===== src/core/shrp_pkg.sv =====
// Constants and types shared by the serial host register port.
package shrp_pkg;
  // Frame layout, counted in serial clocks.
  localparam int FRAME_BITS = 16;
  localparam logic [4:0] BIT_RW = 5'h01;
  localparam logic [4:0] BIT_ADDR_FIRST = 5'h02;
  localparam logic [4:0] BIT_ADDR_LAST = 5'h07;
  localparam logic [4:0] BIT_DUMMY = 5'h08;
  localparam logic [4:0] BIT_DATA_FIRST = 5'h09;
  localparam logic [4:0] BIT_DATA_LAST = 5'h10;
  // Register addresses.
  localparam logic [5:0] ADDR_INTERRUPT_ENABLE = 6'h00;
  localparam logic [5:0] ADDR_INTERRUPT_STATUS = 6'h01;
  localparam logic [5:0] ADDR_LIVE_STATUS = 6'h02;
  localparam logic [5:0] ADDR_CLOCK_FIFO_CONTROL = 6'h03;
  localparam logic [5:0] ADDR_TIMING_POLARITY_CONTROL = 6'h04;
  localparam logic [5:0] ADDR_LOOPBACK_CONTROL = 6'h05;
  localparam logic [5:0] ADDR_DEVICE_IDENTITY = 6'h3E;
  localparam logic [5:0] ADDR_REVISION_IDENTITY = 6'h3F;
  // Writable bit masks and reset values.
  localparam logic [7:0] MASK_INTERRUPT_ENABLE = 8'h1F;
  localparam logic [7:0] MASK_CLOCK_FIFO_CONTROL = 8'h5F;
  localparam logic [7:0] MASK_TIMING_POLARITY_CONTROL = 8'h7D;
  localparam logic [7:0] MASK_LOOPBACK_CONTROL = 8'h07;
  localparam logic [7:0] RESET_REGISTER = 8'h00;
  // Field positions.
  localparam int POS_OSC_LOCK = 4;
  localparam int POS_SIG_LOSS = 3;
  localparam int POS_RECOVERY_LOCK = 2;
  localparam int POS_MULTIPLIER_LOCK = 1;
  localparam int POS_OVERFLOW = 0;
  localparam int POS_OSC_LOCK_DETECT_EN = 0;
  // Reset pin must be held low longer than this.
  localparam int RESET_HOLD_MS = 10;
  localparam int CLOCK_MHZ = 125;
  localparam int RESET_HOLD_CYCLES = RESET_HOLD_MS * 1000 * CLOCK_MHZ + 1;
  localparam int CNT_W = 21;
  // Frame receiver states.
  typedef enum logic [1:0] {SHRP_IDLE, SHRP_SHIFT, SHRP_FULL} shrp_state_t;
endpackage : shrp_pkg


===== src/core/shrp_port.sv =====
// Serial host register port: frame receiver, register map and read-back shifter.
// How it works
// - A frame is sixteen bits on serial_in, sampled at serial clock rising edges.
// - Write data waits after sixteen clocks and commits when chip select rises.
// - Bit one chooses the operation: low writes, high reads.
// - Bits two to seven carry the address, bit zero first.
// - Bit eight is a dummy, ignored, giving time to prepare read data.
// - Bits nine to sixteen carry write data, bit zero first.
// - Reads drive serial_out at falling edges eight to fifteen, bit zero first.
// - Reset pin low over ten milliseconds restores all register defaults.
// - Interrupt enable holds five masks at bits four to zero, reset zero.
// - Oscillator lock interrupt enable works only with lock detect enabled.
// - Control and status at addresses zero to five; six to 0x3D reserved.
// - Read-only device identity at 0x3E and revision identity at 0x3F.
// - Status bits set on source change, the oscillator bit only with lock detect enabled, clear on read; interrupt enable gates only the interrupt pin.
// - Live status shows loss, recovery lock, multiplier lock unlatched.
`timescale 1ns/10ps
module shrp_port
  import shrp_pkg::*;
#(
  parameter logic [7:0] DEVICE_IDENTITY = 8'hA5, // Arbitrary value.
  parameter logic [7:0] REVISION_IDENTITY = 8'h01, // Arbitrary value.
  parameter int RESET_HOLD = RESET_HOLD_CYCLES
) (
  // Clock and reset.
  input wire logic ref_clk,
  input wire logic rst,
  // Host serial pins.
  input wire logic chipSelect_n,
  input wire logic serialClock,
  input wire logic serial_in,
  output logic serial_out,
  output logic serialOutEn,
  input wire logic resetPin_n,
  // Status sources from the transceiver.
  input wire logic osc_locked,
  input wire logic sig_loss_now,
  input wire logic recovery_locked,
  input wire logic multiplier_locked,
  input wire logic overflow_now,
  // Interrupt and control outputs.
  output logic interrupt_n,
  output logic [7:0] clockFifoControl,
  output logic [7:0] timingPolarityControl,
  output logic [7:0] loopbackControl
);
  // Synchronised pins and sources.
  logic csSync, sclkSync, sdiSync, resetLowSync;
  logic [4:0] srcSync;
  logic sclkPrev, softReset, regReset;
  shrp_state_t state;
  logic [4:0] bitCount;
  logic [15:0] frame;
  logic [7:0] interruptEnable, interruptStatus, readShift;
  logic readFrame;
  logic [4:0] srcPrev;
  logic [7:0] next_status;

  shrp_sync #(.WIDTH(3), .INIT(3'h1)) uPinSync (
    .clk(ref_clk), .rst(rst),
    .asyncIn({serialClock, serial_in, chipSelect_n}),
    .syncOut({sclkSync, sdiSync, csSync})
  );
  // The reset pin starts at its idle level so that no low time is counted after reset.
  shrp_sync #(.WIDTH(6), .INIT(6'h00)) uSrcSync (
    .clk(ref_clk), .rst(rst),
    .asyncIn({~resetPin_n, osc_locked, sig_loss_now, recovery_locked, multiplier_locked, overflow_now}),
    .syncOut({resetLowSync, srcSync})
  );
  shrp_reset_filter #(.HOLD_CYCLES(RESET_HOLD)) uResetFilter (
    .clk(ref_clk), .rst(rst),
    .resetPinLowSync(resetLowSync),
    .softReset(softReset)
  );

  // Edge detection of the sampled serial clock.
  wire sclkRise = sclkSync & ~sclkPrev;
  wire sclkFall = ~sclkSync & sclkPrev;
  wire selected = ~csSync;
  assign regReset = rst | softReset;

  // Frame fields; bit one arrives first and lands at frame[0].
  wire isRead = frame[0];
  wire [5:0] frameAddr = frame[6:1];
  wire [7:0] frameData = frame[15:8];
  wire frameDone = (state == SHRP_FULL);
  // Commit only when chip select rises after a complete frame.
  wire commit = frameDone & csSync & ~isRead;
  // At the eighth rising edge seven bits have shifted in, so the read flag sits at frame[9].
  wire readNow = (state == SHRP_SHIFT) & sclkRise & (bitCount == BIT_ADDR_LAST) & frame[9];

  // Address decode of the full frame.
  wire hitEnable = commit & (frameAddr == ADDR_INTERRUPT_ENABLE);
  wire hitClockFifo = commit & (frameAddr == ADDR_CLOCK_FIFO_CONTROL);
  wire hitTiming = commit & (frameAddr == ADDR_TIMING_POLARITY_CONTROL);
  wire hitLoopback = commit & (frameAddr == ADDR_LOOPBACK_CONTROL);
  // The address is fully known after bit seven, so read data is chosen at the dummy bit.
  wire [5:0] readAddr = frame[15:10];
  // Output slots are the falling edges that follow rising edges eight to fifteen.
  wire readSlot = sclkFall & readFrame & (bitCount >= BIT_DUMMY) & (bitCount < BIT_DATA_LAST);
  wire statusReadTaken = readNow & (readAddr == ADDR_INTERRUPT_STATUS);

  // Live status; reserved and unlisted bits read zero.
  wire [7:0] liveStatus = {3'h0, srcSync[4] & timingPolarityControl[POS_OSC_LOCK_DETECT_EN],
    srcSync[3], srcSync[2], srcSync[1], srcSync[0]};

  // Read multiplexer for the register map.
  function automatic logic [7:0] readMux(input logic [5:0] addr);
    unique case (addr)
      ADDR_INTERRUPT_ENABLE: readMux = interruptEnable;
      ADDR_INTERRUPT_STATUS: readMux = interruptStatus;
      ADDR_LIVE_STATUS: readMux = liveStatus;
      ADDR_CLOCK_FIFO_CONTROL: readMux = clockFifoControl;
      ADDR_TIMING_POLARITY_CONTROL: readMux = timingPolarityControl;
      ADDR_LOOPBACK_CONTROL: readMux = loopbackControl;
      ADDR_DEVICE_IDENTITY: readMux = DEVICE_IDENTITY;
      ADDR_REVISION_IDENTITY: readMux = REVISION_IDENTITY;
      default: readMux = 8'h00;
    endcase
  endfunction : readMux

  // Source change events; the oscillator event counts only with detection on.
  wire [4:0] srcChange = srcSync ^ srcPrev;
  wire [7:0] events = {3'h0, srcChange[4] & timingPolarityControl[POS_OSC_LOCK_DETECT_EN], srcChange[3:0]};

  // Clear-on-read takes the sampled value; a new event in the same cycle wins.
  always_comb begin
    next_status = interruptStatus;
    if (statusReadTaken) begin
      next_status = 8'h00;
    end
    next_status = next_status | events;
  end

  // Effective enable mask, the oscillator bit gated by lock detect enable.
  wire [7:0] effEnable = {interruptEnable[7:5], interruptEnable[4] & timingPolarityControl[POS_OSC_LOCK_DETECT_EN],
    interruptEnable[3:0]};
  wire next_irq = |(next_status & effEnable);

  // Frame receiver: count bits on rising edges; chip select high aborts.
  always_ff @(posedge ref_clk) begin
    if (rst) begin
      state <= SHRP_IDLE;
      bitCount <= 5'h00;
      frame <= 16'h0000;
      sclkPrev <= 1'b0;
    end else begin
      sclkPrev <= sclkSync;
      unique case (state)
        SHRP_IDLE: begin
          if (selected) begin
            state <= SHRP_SHIFT;
            bitCount <= 5'h00;
          end
        end
        SHRP_SHIFT: begin
          if (!selected) begin
            state <= SHRP_IDLE;
          end else if (sclkRise) begin
            frame <= {sdiSync, frame[15:1]};
            bitCount <= bitCount + 5'h01;
            if (bitCount == BIT_DATA_LAST - 5'h01) begin
              state <= SHRP_FULL;
            end
          end
        end
        SHRP_FULL: begin
          // Extra clocks are ignored until chip select rises.
          if (!selected) begin
            state <= SHRP_IDLE;
          end
        end
      endcase
    end
  end

  // Register file; reset pin held long enough restores defaults.
  always_ff @(posedge ref_clk) begin
    if (regReset) begin
      interruptEnable <= RESET_REGISTER;
      interruptStatus <= RESET_REGISTER;
      clockFifoControl <= RESET_REGISTER;
      timingPolarityControl <= RESET_REGISTER;
      loopbackControl <= RESET_REGISTER;
      srcPrev <= 5'h00;
      interrupt_n <= 1'b1;
    end else begin
      srcPrev <= srcSync;
      interruptStatus <= next_status;
      interrupt_n <= ~next_irq;
      if (hitEnable) begin
        interruptEnable <= frameData & MASK_INTERRUPT_ENABLE;
      end
      if (hitClockFifo) begin
        clockFifoControl <= frameData & MASK_CLOCK_FIFO_CONTROL;
      end
      if (hitTiming) begin
        timingPolarityControl <= frameData & MASK_TIMING_POLARITY_CONTROL;
      end
      if (hitLoopback) begin
        loopbackControl <= frameData & MASK_LOOPBACK_CONTROL;
      end
    end
  end

  // Read shifter: loaded at the dummy bit, bits out at falling edges eight to fifteen.
  always_ff @(posedge ref_clk) begin
    if (rst) begin
      readShift <= 8'h00;
      readFrame <= 1'b0;
      serial_out <= 1'b0;
      serialOutEn <= 1'b0;
    end else if (!selected) begin
      readFrame <= 1'b0;
      serial_out <= 1'b0;
      serialOutEn <= 1'b0;
    end else if (readNow) begin
      readShift <= readMux(readAddr);
      readFrame <= 1'b1;
    end else if (readSlot) begin
      serial_out <= readShift[0];
      serialOutEn <= 1'b1;
      readShift <= {1'b0, readShift[7:1]};
    end
  end
endmodule : shrp_port


===== src/core/shrp_sync.sv =====
// Two-flop synchroniser for asynchronous inputs.
`timescale 1ns/10ps
module shrp_sync #(
  parameter int WIDTH = 1,
  parameter logic [WIDTH-1:0] INIT = '0
) (
  // Clock and reset.
  input wire logic clk,
  input wire logic rst,
  // Asynchronous in, synchronous out.
  input wire logic [WIDTH-1:0] asyncIn,
  output logic [WIDTH-1:0] syncOut
);
  logic [WIDTH-1:0] stage1;

  // The first stage feeds only the second, to contain metastability.
  always_ff @(posedge clk) begin
    if (rst) begin
      stage1 <= INIT;
      syncOut <= INIT;
    end else begin
      stage1 <= asyncIn;
      syncOut <= stage1;
    end
  end
endmodule : shrp_sync


===== src/core/shrp_reset_filter.sv =====
// Qualifies the active-low reset pin by its minimum hold time.
`timescale 1ns/10ps
module shrp_reset_filter
  import shrp_pkg::*;
#(
  parameter int HOLD_CYCLES = RESET_HOLD_CYCLES
) (
  // Clock and reset.
  input wire logic clk,
  input wire logic rst,
  // Synchronised pin level and qualified reset.
  input wire logic resetPinLowSync,
  output logic softReset
);
  logic [CNT_W-1:0] holdCount;
  wire holdDone = (holdCount >= CNT_W'(HOLD_CYCLES));

  // Count while the pin stays low; a short glitch never reaches the registers.
  always_ff @(posedge clk) begin
    if (rst) begin
      holdCount <= '0;
      softReset <= 1'b0;
    end else begin
      holdCount <= resetPinLowSync ? (holdDone ? holdCount : holdCount + 1'b1) : '0;
      softReset <= resetPinLowSync & holdDone;
    end
  end
endmodule : shrp_reset_filter


===== config.mk =====
export PLATFORM = sky130hd
export DESIGN_NAME = shrp_port
export DESIGN_NICKNAME = d
export VERILOG_FILES = /design/src/core/shrp_pkg.sv /design/src/core/shrp_port.sv /design/src/core/shrp_sync.sv /design/src/core/shrp_reset_filter.sv
export SDC_FILE = /design/constraint.sdc
export NUM_CORES = 1
export LEC_CHECK = 0
export ABC_AREA = 1
export BUFFER_PORTS_ARGS = -buffer_cell sky130_fd_sc_hd__buf_2
export CAP_MARGIN = 30
export CELL_PAD_IN_SITES_DETAIL_PLACEMENT = 0
export CELL_PAD_IN_SITES_GLOBAL_PLACEMENT = 1
export CORE_MARGIN = 2
export CORE_UTILIZATION = 39
export CTS_CLUSTER_SIZE = 12
export DETAILED_ROUTE_END_ITERATION = 8
export GPL_TIMING_DRIVEN = 0
export PLACE_DENSITY = 0.83
export SLEW_MARGIN = 20
export SYNTH_ARGS = -nofsm -noshare
export SYNTH_HDL_FRONTEND = slang
export SYNTH_SLANG_ARGS = --single-unit

===== constraint.sdc =====
create_clock -name ref_clk -period 1.73 [get_ports ref_clk]
set_input_delay 0.173 -clock ref_clk [delete_from_list [all_inputs] [get_ports ref_clk]]
set_output_delay 0.173 -clock ref_clk [all_outputs]
set_load 0.03 [all_outputs]

==> results of run 1 <==
## timing repair
| item | in CTS | in global routing |
|---|---|---|
| setup endpoints to repair | 52 | 58 |
| hold buffers | 1 | 0 |
| resized for setup | 18 | 64 |
| buffers inserted | 2 | 18 |
| pin swaps | 3 | 9 |
| endpoints found under the hold margin | 1 | 0 |
| gates cloned | 0 | 3 |
## placed cells by master (no fill, tap or decap), types with 7 or more instances in the layout
cell type    n
a21oi_1     64
nand2_1    158
buf_4       30
conb_1       9
a21oi_2      8
o21ai_1      7
xor2_1      14
dfxtp_2      8
nor2_1      94
clkbuf_16    9
nor2_2       9
nand3_1     46
inv_1       83
buf_2       29
dfxtp_1     96
o21ai_0     47
clkbuf_1    10
## power groups by stage
stage	combinational, mW	sequential, mW	clock, mW
floorplan	0.161	2.55	0
global placement	0.208	2.56	0
detailed placement	0.212	2.56	0
CTS	0.217	2.50	2.31
global route	0.269	2.51	2.41
finish	0.240	2.50	2.26
## registers in the layout, indices dropped and copies added (netlist names), 2 cells and up
signal                  flops
bitCount                    5
clockFifoControl            6
frame                      16
interruptEnable             5
interruptStatus             5
loopbackControl             3
readShift                   8
srcPrev                     5
state                       2
timingPolarityControl       6
uPinSync.stage1             3
uPinSync.syncOut            3
uResetFilter.holdCount     21
uSrcSync.stage1             6
uSrcSync.syncOut            6
## cells in the mapped netlist, drive strengths merged, types with 2 or more instances
library cell / number / share of area (%)
xnor2: 5 / 0.88
nand4: 4 / 0.50
nor4: 3 / 0.50
nand3b: 2 / 0.30
nor3: 4 / 0.40
a21oi: 73 / 7.8
ha: 7 / 1.8
inv: 89 / 6.7
clkbuf: 12 / 0.93
buf: 17 / 2.4
dfxtp: 106 / 43
nor2: 108 / 8.5
o21ai: 54 / 5.4
nand2: 165 / 13
xor2: 14 / 2.5
and2: 2 / 0.25
nand3: 48 / 4.8
or2: 4 / 0.50
## stage by stage
stage | cell area, um^2 | setup TNS, ns | worst slack [ns] | hold slack [ns] | cells
detailed placement | 5375 | -5.357 | -0.3260 | 0.3330 | 931
global route | 6127 | -0.6083 | -0.06549 | 0.01231 | 970
finish | 6127 | 0 | 0.05157 | 0.007150 | 970
floorplan | 5020 | 0 | 0.1015 | 0.2454 | 731
CTS | 5783 | -0.2630 | -0.05944 | 0.003765 | 950
global placement | 5375 | -4.095 | -0.3206 | 0.3349 | 931
## how the worst max path moves through the flow
stage	to	slack, ns	depth (start not counted)
after floorplan	uResetFilter.holdCount[10]	0.10	8
after global placement	uResetFilter.holdCount[10]	-0.32	8
after detailed placement	uResetFilter.holdCount[10]	-0.33	8
after CTS	readShift[6]	-0.06	11
after global routing	readShift[6]	-0.07	11
final	readShift[6]	0.05	11
## routing by layer
| metal | wire, um | share of wire (%) | global-route usage (%) |
|---|---|---|---|
| met1 | 5923 | 47 | 24.92 |
| met2 | 6008 | 48 | 30.48 |
| met3 | 468 | 3.7 | 2.935 |
| met4 | 167 | 1.3 | 6.824 |
| met5 | 0 | 0 | 0 |
## kinds of logic after synthesis
kind of cell | after synthesis
and+or+nand+nor | 340
AOI/OAI and AO/OA | 132
buffers and inverters | 118
DFF | 106
xor gates and xnor gates | 19
adders and majority gates | 7
other | 1
## area by class of cell
cell class	instances	area, um^2
Timing Repair Buffer	52	342.8
Sequential cell	106	2140
Fill cell	1284	6441
Clock buffer	11	242.7
Tap cell	172	215.2
Multi-Input combinational cell	507	2585
Inverter	89	336.6
Clock inverter	5	85.08
Buffer	28	180.2
==> summary.md, run 1 <==
| Metric | Value |
|---|---|
| HP Class | in2reg |
| RSZ-0062 raised after global routing | true |
| Gr ovfl total | 0 |
| Worst path buffer plus inverter count | 4 |
| Required @ worst endpoint | approximately 2 ns |
| Post-synthesis sequential area ratio | around 43% |
| Port buffer count | 28 |
| VDD IR-drop max | roughly 0.42 mV |
| Post-synthesis xor/xnor area fraction | between 3 and 4% |
| CP Class | reg2reg |
| Routed Antenna Nets | 0 |
| Starting DRT DRC Count | around 400 |
| Time the worst path needs with I/O delays and setup | about 1.7 ns |
| Async SR Flop Fraction | 0% |
| Cells after Synth | 723 |
| Sequential power share | 50.1% |
| Ys Warns | 0 |
| Critical path's slowest cell | dfxtp_2 |
| Core Util, Final | a little under 50% |
| CTS buffer count | 9 |
| Number of flops mapped to enable cells by yosys | 0 |
| Clock skew | 0.005942 ns |
| Largest family of logic cells by synthesized area | simple AND/OR/NAND/NOR gates |
| Critical path cell sequence | inv_2 > ha_4 > nand2_1 > inv_1 > nand2_2 > nor2_4 > inv_2 > a21oi_4 > inv_4 > a21oi_2 > a21oi_1 |
| Avg Cell Area, Syn | about 6.9 um^2 |
| Status | finished, final reports clean |
| Number of hold violations in the final report | 0 |
| Vias in the first global route | between 4000 and 5000 |
| FF-to-FF End | readShift[6] |
| Pin count of the biggest net entering global routing | 18 |
| Max incr delay on CP | 0.35 ns |
| Area delta synth->final | 22.79% |
| Clock slew at reported path FFs | 0.07 ns |
| Dpl hpwl | 8861 um |
| Diodes inserted | 0 |
| FMAX | 595.8 MHz |
| Clock power share | between 40% and 50% |
| Vias | approximately 4700 |
| Multiplexer share of the synthesized area | 0% |
| Data arrival, critical path | roughly 1.9 ns |
| Ports | 38 |
| Crit path launch | state[1] |
| Adder and majority cell fraction of the synthesized area | between 1.5 and 2% |
| # setup viols final | 0 |
| Core area | 12570 um^2 |
| Worst reg2reg path depth | 11 |
| Pre-antenna DRT Iters | 5 |
| Prevailing post-synth register cell | dfxtp_1 |
| Maxcap violations | 0 |
| Total power | approximately 5.0 mW |
| Starting Density | between 30 and 40% |
| Combinational share of power | between 4 and 5% |
| H-Tree Depth | 3 |
| Global-route usage over all layers | between 10% and 20% |
| Die Width | 117.1 um |
| Simple-Gate Fraction of Synth Area | 28.26% |
| Clock tree root driver cell | clkbuf_16 |
| Hold-critical path depth | 2 |
| Top delay family on crit path | compound AO/OA/AOI/OAI gates |
| Slew headroom | about three fifths |
| Cell Area, Synth | 4990 um^2 |
| Clock buffer depth | 2 |
| Switching power total | roughly 1.1 mW |
| CTS tree | done |
| Sink Count | 106 |
| Die ar. | about 14000 um^2 |
| Hold EP | uPinSync.stage1[0] |
| Library cells used by synthesis | 36 |
| Int Power | approximately 4 mW |
| Initial antenna violation count | 0 |
| Latest clock arrival within the worst-skew pair | roughly 0.35 ns |
| Tcrit/Tclk final | a little over nine tenths |
| Post-route DRC | 0 |
| Least-Margin Pin Slew | just under 0.6 ns |
| GPL Wtd Cong | 0.8815 |
| Cell repeated most along the worst path | inv_2 |
| Routed WL | 12570 um |
| R2R Path Start | state[1] |
| Net count, final | a little over 800 |
| Num rows | 41 |
| CP Launch Type | flop |
| #FFs+latches synth | approximately 110 |
| Leakage | 2.538 nW |
| Worst Min Path Start | chipSelect_n |
| Layout cells sized above 1 | between 10% and 20% |
| Reg2reg setup slack | 0.05 ns |
| PwrDens | slightly above 800 nW/um^2 |
| Critical path capture point type | flop |
| Via density | approximately 4.8 |
| First-pass GRT wire length | about 20000 um |
| Chip height | 117.1 um |
| Synth Area in Compound Gates | 13.99% |
| Final slew viol count | 0 |
| Max FO, Critical Path | 8 |
| Net Sw Frac | roughly 22% |
| Wire length per cell | 12.96 um |
(Power assumes the default switching activity.)
==> run 2, diff against run 1 <==
Settings changed: PLACE_DENSITY 0.83 to not set, PLACE_DENSITY_LB_ADDON set to 0.1.
==> summary.md, run 2 (synthesis gave the netlist of run 1 again) <==
| Metric | Value |
|---|---|
| Status | finished, final reports clean |
| Clock buffer depth | 2 (unchanged) |
| Pin count of the biggest net entering global routing | 21 (+3) |
| CP Launch Type | flop |
| Vias | 4627 (-1.3%) |
| Clock slew at reported path FFs | 0.08 ns (about the same) |
| Routed WL | 13030 um (+3.7%) |
| Gr ovfl total | 0 (unchanged) |
| Maxcap violations | 0 (unchanged) |
| Number of hold violations in the final report | 0 (unchanged) |
| Latest clock arrival within the worst-skew pair | 0.36 ns (about the same) |
| Leakage | 2.552 nW (+0.55%) |
| R2R Path Start | state[1] |
| Clock skew | 0.008313 ns (+0.002370 ns) |
| CP Class | reg2reg |
| Regs by FF count | uResetFilter.holdCount (21), frame (16), readShift (8) |
| Via density | 4.795 (-0.83%) |
| Starting Density | 39.70% (unchanged) |
| Max reg flops | 21 (unchanged) |
| Design area | 6131 um^2 (about the same) |
| Starting DRT DRC Count | 182 (-54%) |
| First-pass GRT wire length | 20870 um (+4.5%) |
| Clock tree root driver cell | clkbuf_16 |
| Fin Hold WS | 0.006158 ns (-0.0009915 ns) |
| Worst Min Path Start | sig_loss_now |
| # setup viols final | 0 (unchanged) |
| Wire length per cell | 13.50 um (+4.2%) |
| Area delta synth->final | 22.87% (about the same) |
| Crit path launch | state[1] |
| Pre-antenna DRT Iters | 4 (-1) |
| VDD IR-drop max | 0.4294 mV (+2.2%) |
| Slew headroom | 59.19% (-1.0 points) |
| DP Cell Count | 931 (unchanged) |
| Layout cells sized above 1 | 19.67% (+1.3 points) |
| Total power | 4.812 mW (-3.7%) |
| Die ar. | 13710 um^2 (unchanged) |
| Multi-input logic area | 2645 um^2 (+2.3%) |
| Max FO, Critical Path | 6 (-2) |
| PwrDens | 784.8 nW/um^2 (-3.8%) |
| CTS tree | done |
| Net count, final | 806 (-0.62%) |
| Final Non-Filler Cells | 965 (-0.52%) |
| Most frequent cells in the layout | 152 x nand2_1, 98 x dfxtp_1, 93 x nor2_1, 79 x inv_1, 63 x a21oi_1 |
| Dpl hpwl | 9471 um (+6.9%) |
| Critical path's slowest cell | dfxtp_2 |
| Register area | 2140 um^2 (unchanged) |
| Critical path cell sequence | inv_2 > ha_4 > nand2_2 > inv_2 > nand2_2 > nor2_4 > inv_4 > a21oi_4 > buf_12 > o21ai_1 > a21oi_1 |
| Num rows | 41 (unchanged) |
| Commonest non-fill, non-tap cell in the layout | nand2_1 |
| Post-route DRC | 0 (unchanged) |
| Vias in the first global route | 4243 (+0.66%) |
| Required @ worst endpoint | 2.02 ns (+0.04 ns) |
| Fillers | 1306 (+1.7%) |
| Largest reg by FF count | uResetFilter.holdCount |
| Sink Count | 106 (unchanged) |
| Global-route usage over all layers | 19.89% (+1.3 points) |
| CTS buffer count | 9 (unchanged) |
| HP Class | in2reg |
| Placed Area | 5375 um^2 (unchanged) |
| FMAX | 593.8 MHz (-0.33%) |
| H-Tree Depth | 3 (unchanged) |
| Least-Margin Pin Slew | 0.6121 ns (+0.01572 ns) |
| Critical path capture point type | flop |
| Time the worst path needs with I/O delays and setup | 1.684 ns (+0.005565 ns) |
| Routed Antenna Nets | 0 (unchanged) |
| Ports | 38 (unchanged) |
| RSZ-0062 raised after global routing | true |
| Tcrit/Tclk final | 97.34% (+0.32 points) |
| Final slew viol count | 0 (unchanged) |
| Data arrival, critical path | 1.97 ns (+0.05 ns) |
| GPL Wtd Cong | 0.8503 (-3.5%) |
| Setup TNS | 0 ns (unchanged) |
| Chip height | 117.1 um (unchanged) |
| Initial antenna violation count | 0 (unchanged) |
| Port buffer count | 28 (unchanged) |
| Die Width | 117.1 um (unchanged) |
| Diodes inserted | 0 (unchanged) |
| Core area | 12570 um^2 (unchanged) |
| Max incr delay on CP | 0.34 ns (about the same) |
-- run 2: cell types whose count changed in the layout (fill, tap and decap cells not counted), moves of 4 or more --
cell	delta
inv_1	-4
nand2_1	-6
o21ai_2	+5
buf_4	-5
nand2_2	+4
buf_6	-4
o21ai_0	-8
-- run 2: final cells by class --
type | instances | share of cell area (%)
clock buffer | 9 | 3.673
sequential | 106 | 34.90
timing repair buffer | 47 | 5.245
inverter | 89 | 5.571
buffer | 28 | 2.878
tap | 172 | 3.510
multi-input combinational | 507 | 43.14
clock inverter | 7 | 1.082
-- run 2: metal layers --
layer	up-vias	GRT usage, %	share of wire, %
met1	2112	24.80	45
met3	28	3.811	3.4
met2	77	33.80	50
met5	-	0	0
met4	0	8.235	2.5
li1	2410	-	-
-- run 2: report_power, final --
group	switching [mW]	internal (mW)	total [mW]
registers	0.0275	2.47	2.50
logic	0.149	0.0953	0.244
clock network	1.04	1.02	2.07
total	1.22	3.59	4.81
-- run 2: path summary, 6_finish.rpt --
path                                             to  slack [ns]  cells past startpoint
worst min register to register  uSrcSync.syncOut[1]        0.41                      2
worst min-delay path             uSrcSync.stage1[3]       0.006                      3
worst max-delay path                   readShift[2]        0.05                     11
worst max register to register         readShift[2]        0.05                     11
-- run 2: through the flow --
| step | util, % | worst slack [ns] |
|---|---|---|
| after floorplan | - | 0.1015 |
| after global placement | 42.77 | -0.3076 |
| after detailed placement | 42.77 | -0.2956 |
| after CTS | 46.15 | -0.02208 |
| after global routing | 48.78 | -0.06720 |
| final | 48.78 | 0.04600 |
-- run 2: timing repair --
action                                 4_1_cts  5_1_grt
buffers inserted                             6        9
cloned                                       0        2
endpoints found under the hold margin        2        0
pin swaps                                    3       11
hold buffers                                 2        0
gates resized for setup                     15       92
setup endpoints to repair                   57       62
-- run 2: worst max-delay path: cells and delay by family (launching register included) --
family                   cells  cell delay (ns)
AO/OA/AOI/OAI                3             0.40
buffers and inverters        4             0.37
flip-flops                   1             0.34
AND/OR/NAND/NOR              3             0.34
adder cells (fa/ha/maj)      1             0.16
==> run 3, diff against run 2 <==
Settings changed: CORE_UTILIZATION 39 to 30, PLACE_DENSITY set to 0.62, PLACE_DENSITY_LB_ADDON 0.1 to not set, SYNTH_HIERARCHICAL set to 1.
==> summary.md, run 3 <==
| Metric | Value |
|---|---|
| Pre-antenna DRT Iters | 4 (unchanged) |
| Global-route usage over all layers | 14.81% (-5.1 points) |
| Multi-input logic area | 2571 um^2 (-2.8%) |
| Routed Antenna Nets | 0 (unchanged) |
| Clock slew at reported path FFs | 0.07 ns (about the same) |
| Maxcap violations | 0 (unchanged) |
| Area delta synth->final | 19.21% |
| Starting DRT DRC Count | 212 (+16%) |
| Critical path capture point type | flop |
| Max FO, Critical Path | 7 (+1) |
| Slew headroom | 64.72% (+5.5 points) |
| Clock buffer depth | 2 (unchanged) |
| GPL Wtd Cong | 0.8419 (-0.99%) |
| Die Width | 134.3 um (+15%) |
| Core area | 16580 um^2 (+32%) |
| Commonest non-fill, non-tap cell in the layout | nand2_1 |
| VDD IR-drop max | 0.5023 mV (+17%) |
| First-pass GRT wire length | 21180 um (+1.5%) |
| RSZ-0062 raised after global routing | true |
| Vias | 4541 (-1.9%) |
| Critical path cell sequence | inv_2 > ha_4 > nand2_1 > inv_1 > nand2_2 > nor2_4 > buf_4 > inv_1 > a21oi_1 > nand2_1 > nand2_1 > inv_1 |
| Post-route DRC | 0 (unchanged) |
| Layout cells sized above 1 | 20.41% (+0.74 points) |
| Most frequent cells in the layout | 136 x nand2_1, 92 x nor2_1, 92 x dfxtp_1, 85 x inv_1, 78 x a21oi_1 |
| Sink Count | 106 (unchanged) |
| Largest family of logic cells by synthesized area | simple AND/OR/NAND/NOR gates |
| Library cells used by synthesis | 42 (+17%) |
| Synth area leader | dfxtp_1 |
| Fillers | 1797 (+38%) |
| Latest clock arrival within the worst-skew pair | 0.36 ns (about the same) |
| Max reg flops | 21 (unchanged) |
| Ports | 38 (unchanged) |
| Initial antenna violation count | 0 (unchanged) |
| CTS tree | done |
| Max incr delay on CP | 0.34 ns (about the same) |
| Largest reg by FF count | uResetFilter/holdCount |
| Count leader, synth | nand2_1 |
| Final slew viol count | 0 (unchanged) |
| Ys Warns | 6 (+6) |
| FMAX | 605.8 MHz (+2.0%) |
| Pin count of the biggest net entering global routing | 17 (-19%) |
| Total power | 5.220 mW (+8.5%) |
| Cell Area, Synth | 5092 um^2 (+2.1%) |
| Leakage | 2.582 nW (+1.2%) |
| Status | finished, final reports clean |
| Post-synthesis sequential area ratio | 41.67% (-0.86 points) |
| Critical path's slowest cell | dfxtp_2 |
| Chip height | 134.3 um (+15%) |
| Simple-Gate Fraction of Synth Area | 30.27% (+2.0 points) |
| Multiplexer share of the synthesized area | 0% (unchanged) |
| Avg Cell Area, Syn | 7.083 um^2 (+2.6%) |
| Core Util, Final | 36.61% (-12 points) |
| Die ar. | 18030 um^2 (+31%) |
| CP Launch Type | flop |
| Number of flops mapped to enable cells by yosys | 0 (unchanged) |
| Via density | 4.546 (-5.2%) |
| Most frequent cells after synthesis | 143 x nand2_1, 106 x dfxtp_1, 100 x nor2_1 |
| Net count, final | 794 (-1.5%) |
| Regs by FF count | uResetFilter/holdCount (21), frame (16), readShift (8) |
| Cells after Synth | 719 (-0.55%) |
| Adder and majority cell fraction of the synthesized area | 1.966% (+0.21 points) |
| Number of hold violations in the final report | 0 (unchanged) |
| Time the worst path needs with I/O delays and setup | 1.651 ns (-0.03340 ns) |
| Port buffer count | 28 (unchanged) |
| Routed WL | 13030 um (about the same) |
| #FFs+latches synth | 106 (unchanged) |
| CTS buffer count | 9 (unchanged) |
| Register area | 2147 um^2 (+0.35%) |
| Gr ovfl total | 0 (unchanged) |
| Diodes inserted | 0 (unchanged) |
| Clock skew | 0.008286 ns (-0.00002654 ns) |
| Prevailing post-synth register cell | dfxtp_1 |
| Least-Margin Pin Slew | 0.5253 ns (-0.08687 ns) |
| Clock tree root driver cell | clkbuf_16 |
| Share of the synthesized area in the top cell type | 41.67% (-0.86 points) |
| Dpl hpwl | 9691 um (+2.3%) |
| Starting Density | 30.71% (-9.0 points) |
| Data arrival, critical path | 1.90 ns (-0.07 ns) |
| Synth Area in Compound Gates | 14.10% (+0.11 points) |
| CP Class | reg2reg |
| # setup viols final | 0 (unchanged) |
| Wire length per cell | 13.04 um (-3.4%) |
| Num rows | 47 (+15%) |
| Async SR Flop Fraction | 0% (unchanged) |
| Vias in the first global route | 4317 (+1.7%) |
| Tcrit/Tclk final | 95.41% (-1.9 points) |
| H-Tree Depth | 3 (unchanged) |
| Top post-synthesis cells by area | dfxtp_1 42%, nand2_1 11%, a21oi_1 7.8% |
| HP Class | in2reg |
| Required @ worst endpoint | 1.98 ns (-0.04 ns) |
| Post-synthesis xor/xnor area fraction | 0.8600% (-2.5 points) |
| PwrDens | 859.9 nW/um^2 (+9.6%) |
==> run 3: cell types whose count changed in the layout (fill, tap and decap cells not counted), sizes merged, moves of 2 or more <==
| cell | before | now |
|---|---|---|
| xor2 | 14 | 0 |
| nand2 | 165 | 149 |
| nand3 | 48 | 45 |
| nor3 | 4 | 8 |
| a21oi | 73 | 79 |
| or2 | 4 | 2 |
| nor2 | 108 | 118 |
| inv | 95 | 100 |
| buf | 58 | 56 |
| o21ai | 54 | 50 |
| clkbuf | 24 | 21 |
==> run 3: cell families after synthesis <==
group	after synthesis
AND/OR/NAND/NOR	333
AO/OA/AOI/OAI	137
buffers and inverters	129
flip-flops	106
adder cells (fa/ha/maj)	8
XOR/XNOR	5
other	1
==> run 3: critical path, delay by kind of cell (launching register included) <==
kind | cells | cell delay [ns]
compound gates | 1 | 0.16
fa+ha+maj | 1 | 0.14
buf+inv | 5 | 0.45
flops | 1 | 0.34
simple gates | 5 | 0.45
==> run 3: path summary, 6_finish.rpt <==
kind | start | endpoint | slack, ns | cells after the start
setup / recovery | state[1] | readShift[5] | 0.08 | 12
hold / removal | serial_in | uPinSync/stage1[1] | 0.02 | 3
setup reg to reg | state[1] | readShift[5] | 0.08 | 12
hold reg to reg | uSrcSync/stage1[4] | uSrcSync/syncOut[4] | 0.40 | 2
==> run 3: stage by stage <==
stage | setup TNS, ns | setup slack (ns) | hold slack [ns] | cell area, um^2 | cells
2_1_floorplan | 0 | 0.2931 | 0.2421 | 5122 | 727
3_3_place_gp | -0.1536 | -0.09081 | 0.3626 | 5538 | 975
3_5_place_dp | -0.3719 | -0.09279 | 0.3583 | 5538 | 975
4_1_cts | -0.003635 | -0.003635 | 0.007240 | 5871 | 993
5_1_grt | -0.1570 | -0.06445 | 0.01456 | 6071 | 999
6_report | 0 | 0.07941 | 0.01985 | 6071 | 999
==> run 3: layout make-up <==
class | instances | share of cell area, %
buffer | 30 | 3.256
clock buffer | 11 | 3.833
clock inverter | 4 | 0.8656
inverter | 99 | 6.121
multi-input combinational | 492 | 42.35
sequential | 106 | 35.37
tap | 220 | 4.534
timing repair buffer | 37 | 3.669
==> run 3: timing repair <==
item                                    CTS  global route
hold buffers                              1             0
endpoints found under the setup margin   11            42
cloned                                    0             0
buffers inserted                          2             6
pin swaps                                 2            12
endpoints found under the hold margin     1             0
resized for setup                         5            52
==> run 3: power breakdown <==
part / leakage (nW) / switching, mW / internal, mW
clock network: 0.140 / 0.933 / 1.12
registers: 0.868 / 0.0819 / 2.54
logic: 1.57 / 0.338 / 0.208
total: 2.58 / 1.35 / 3.87
==> run 3: routing by layer <==
metal / up-vias / track usage, % / part of all wire (%) / wire length, um
met3: 19 / 3.099 / 3.1 / 406
met2: 55 / 25.88 / 49 / 6374
met5: - / 0 / 0 / 0
li1: 2386 / - / - / -
met1: 2081 / 17.82 / 46 / 5960
met4: 0 / 5.673 / 2.2 / 289
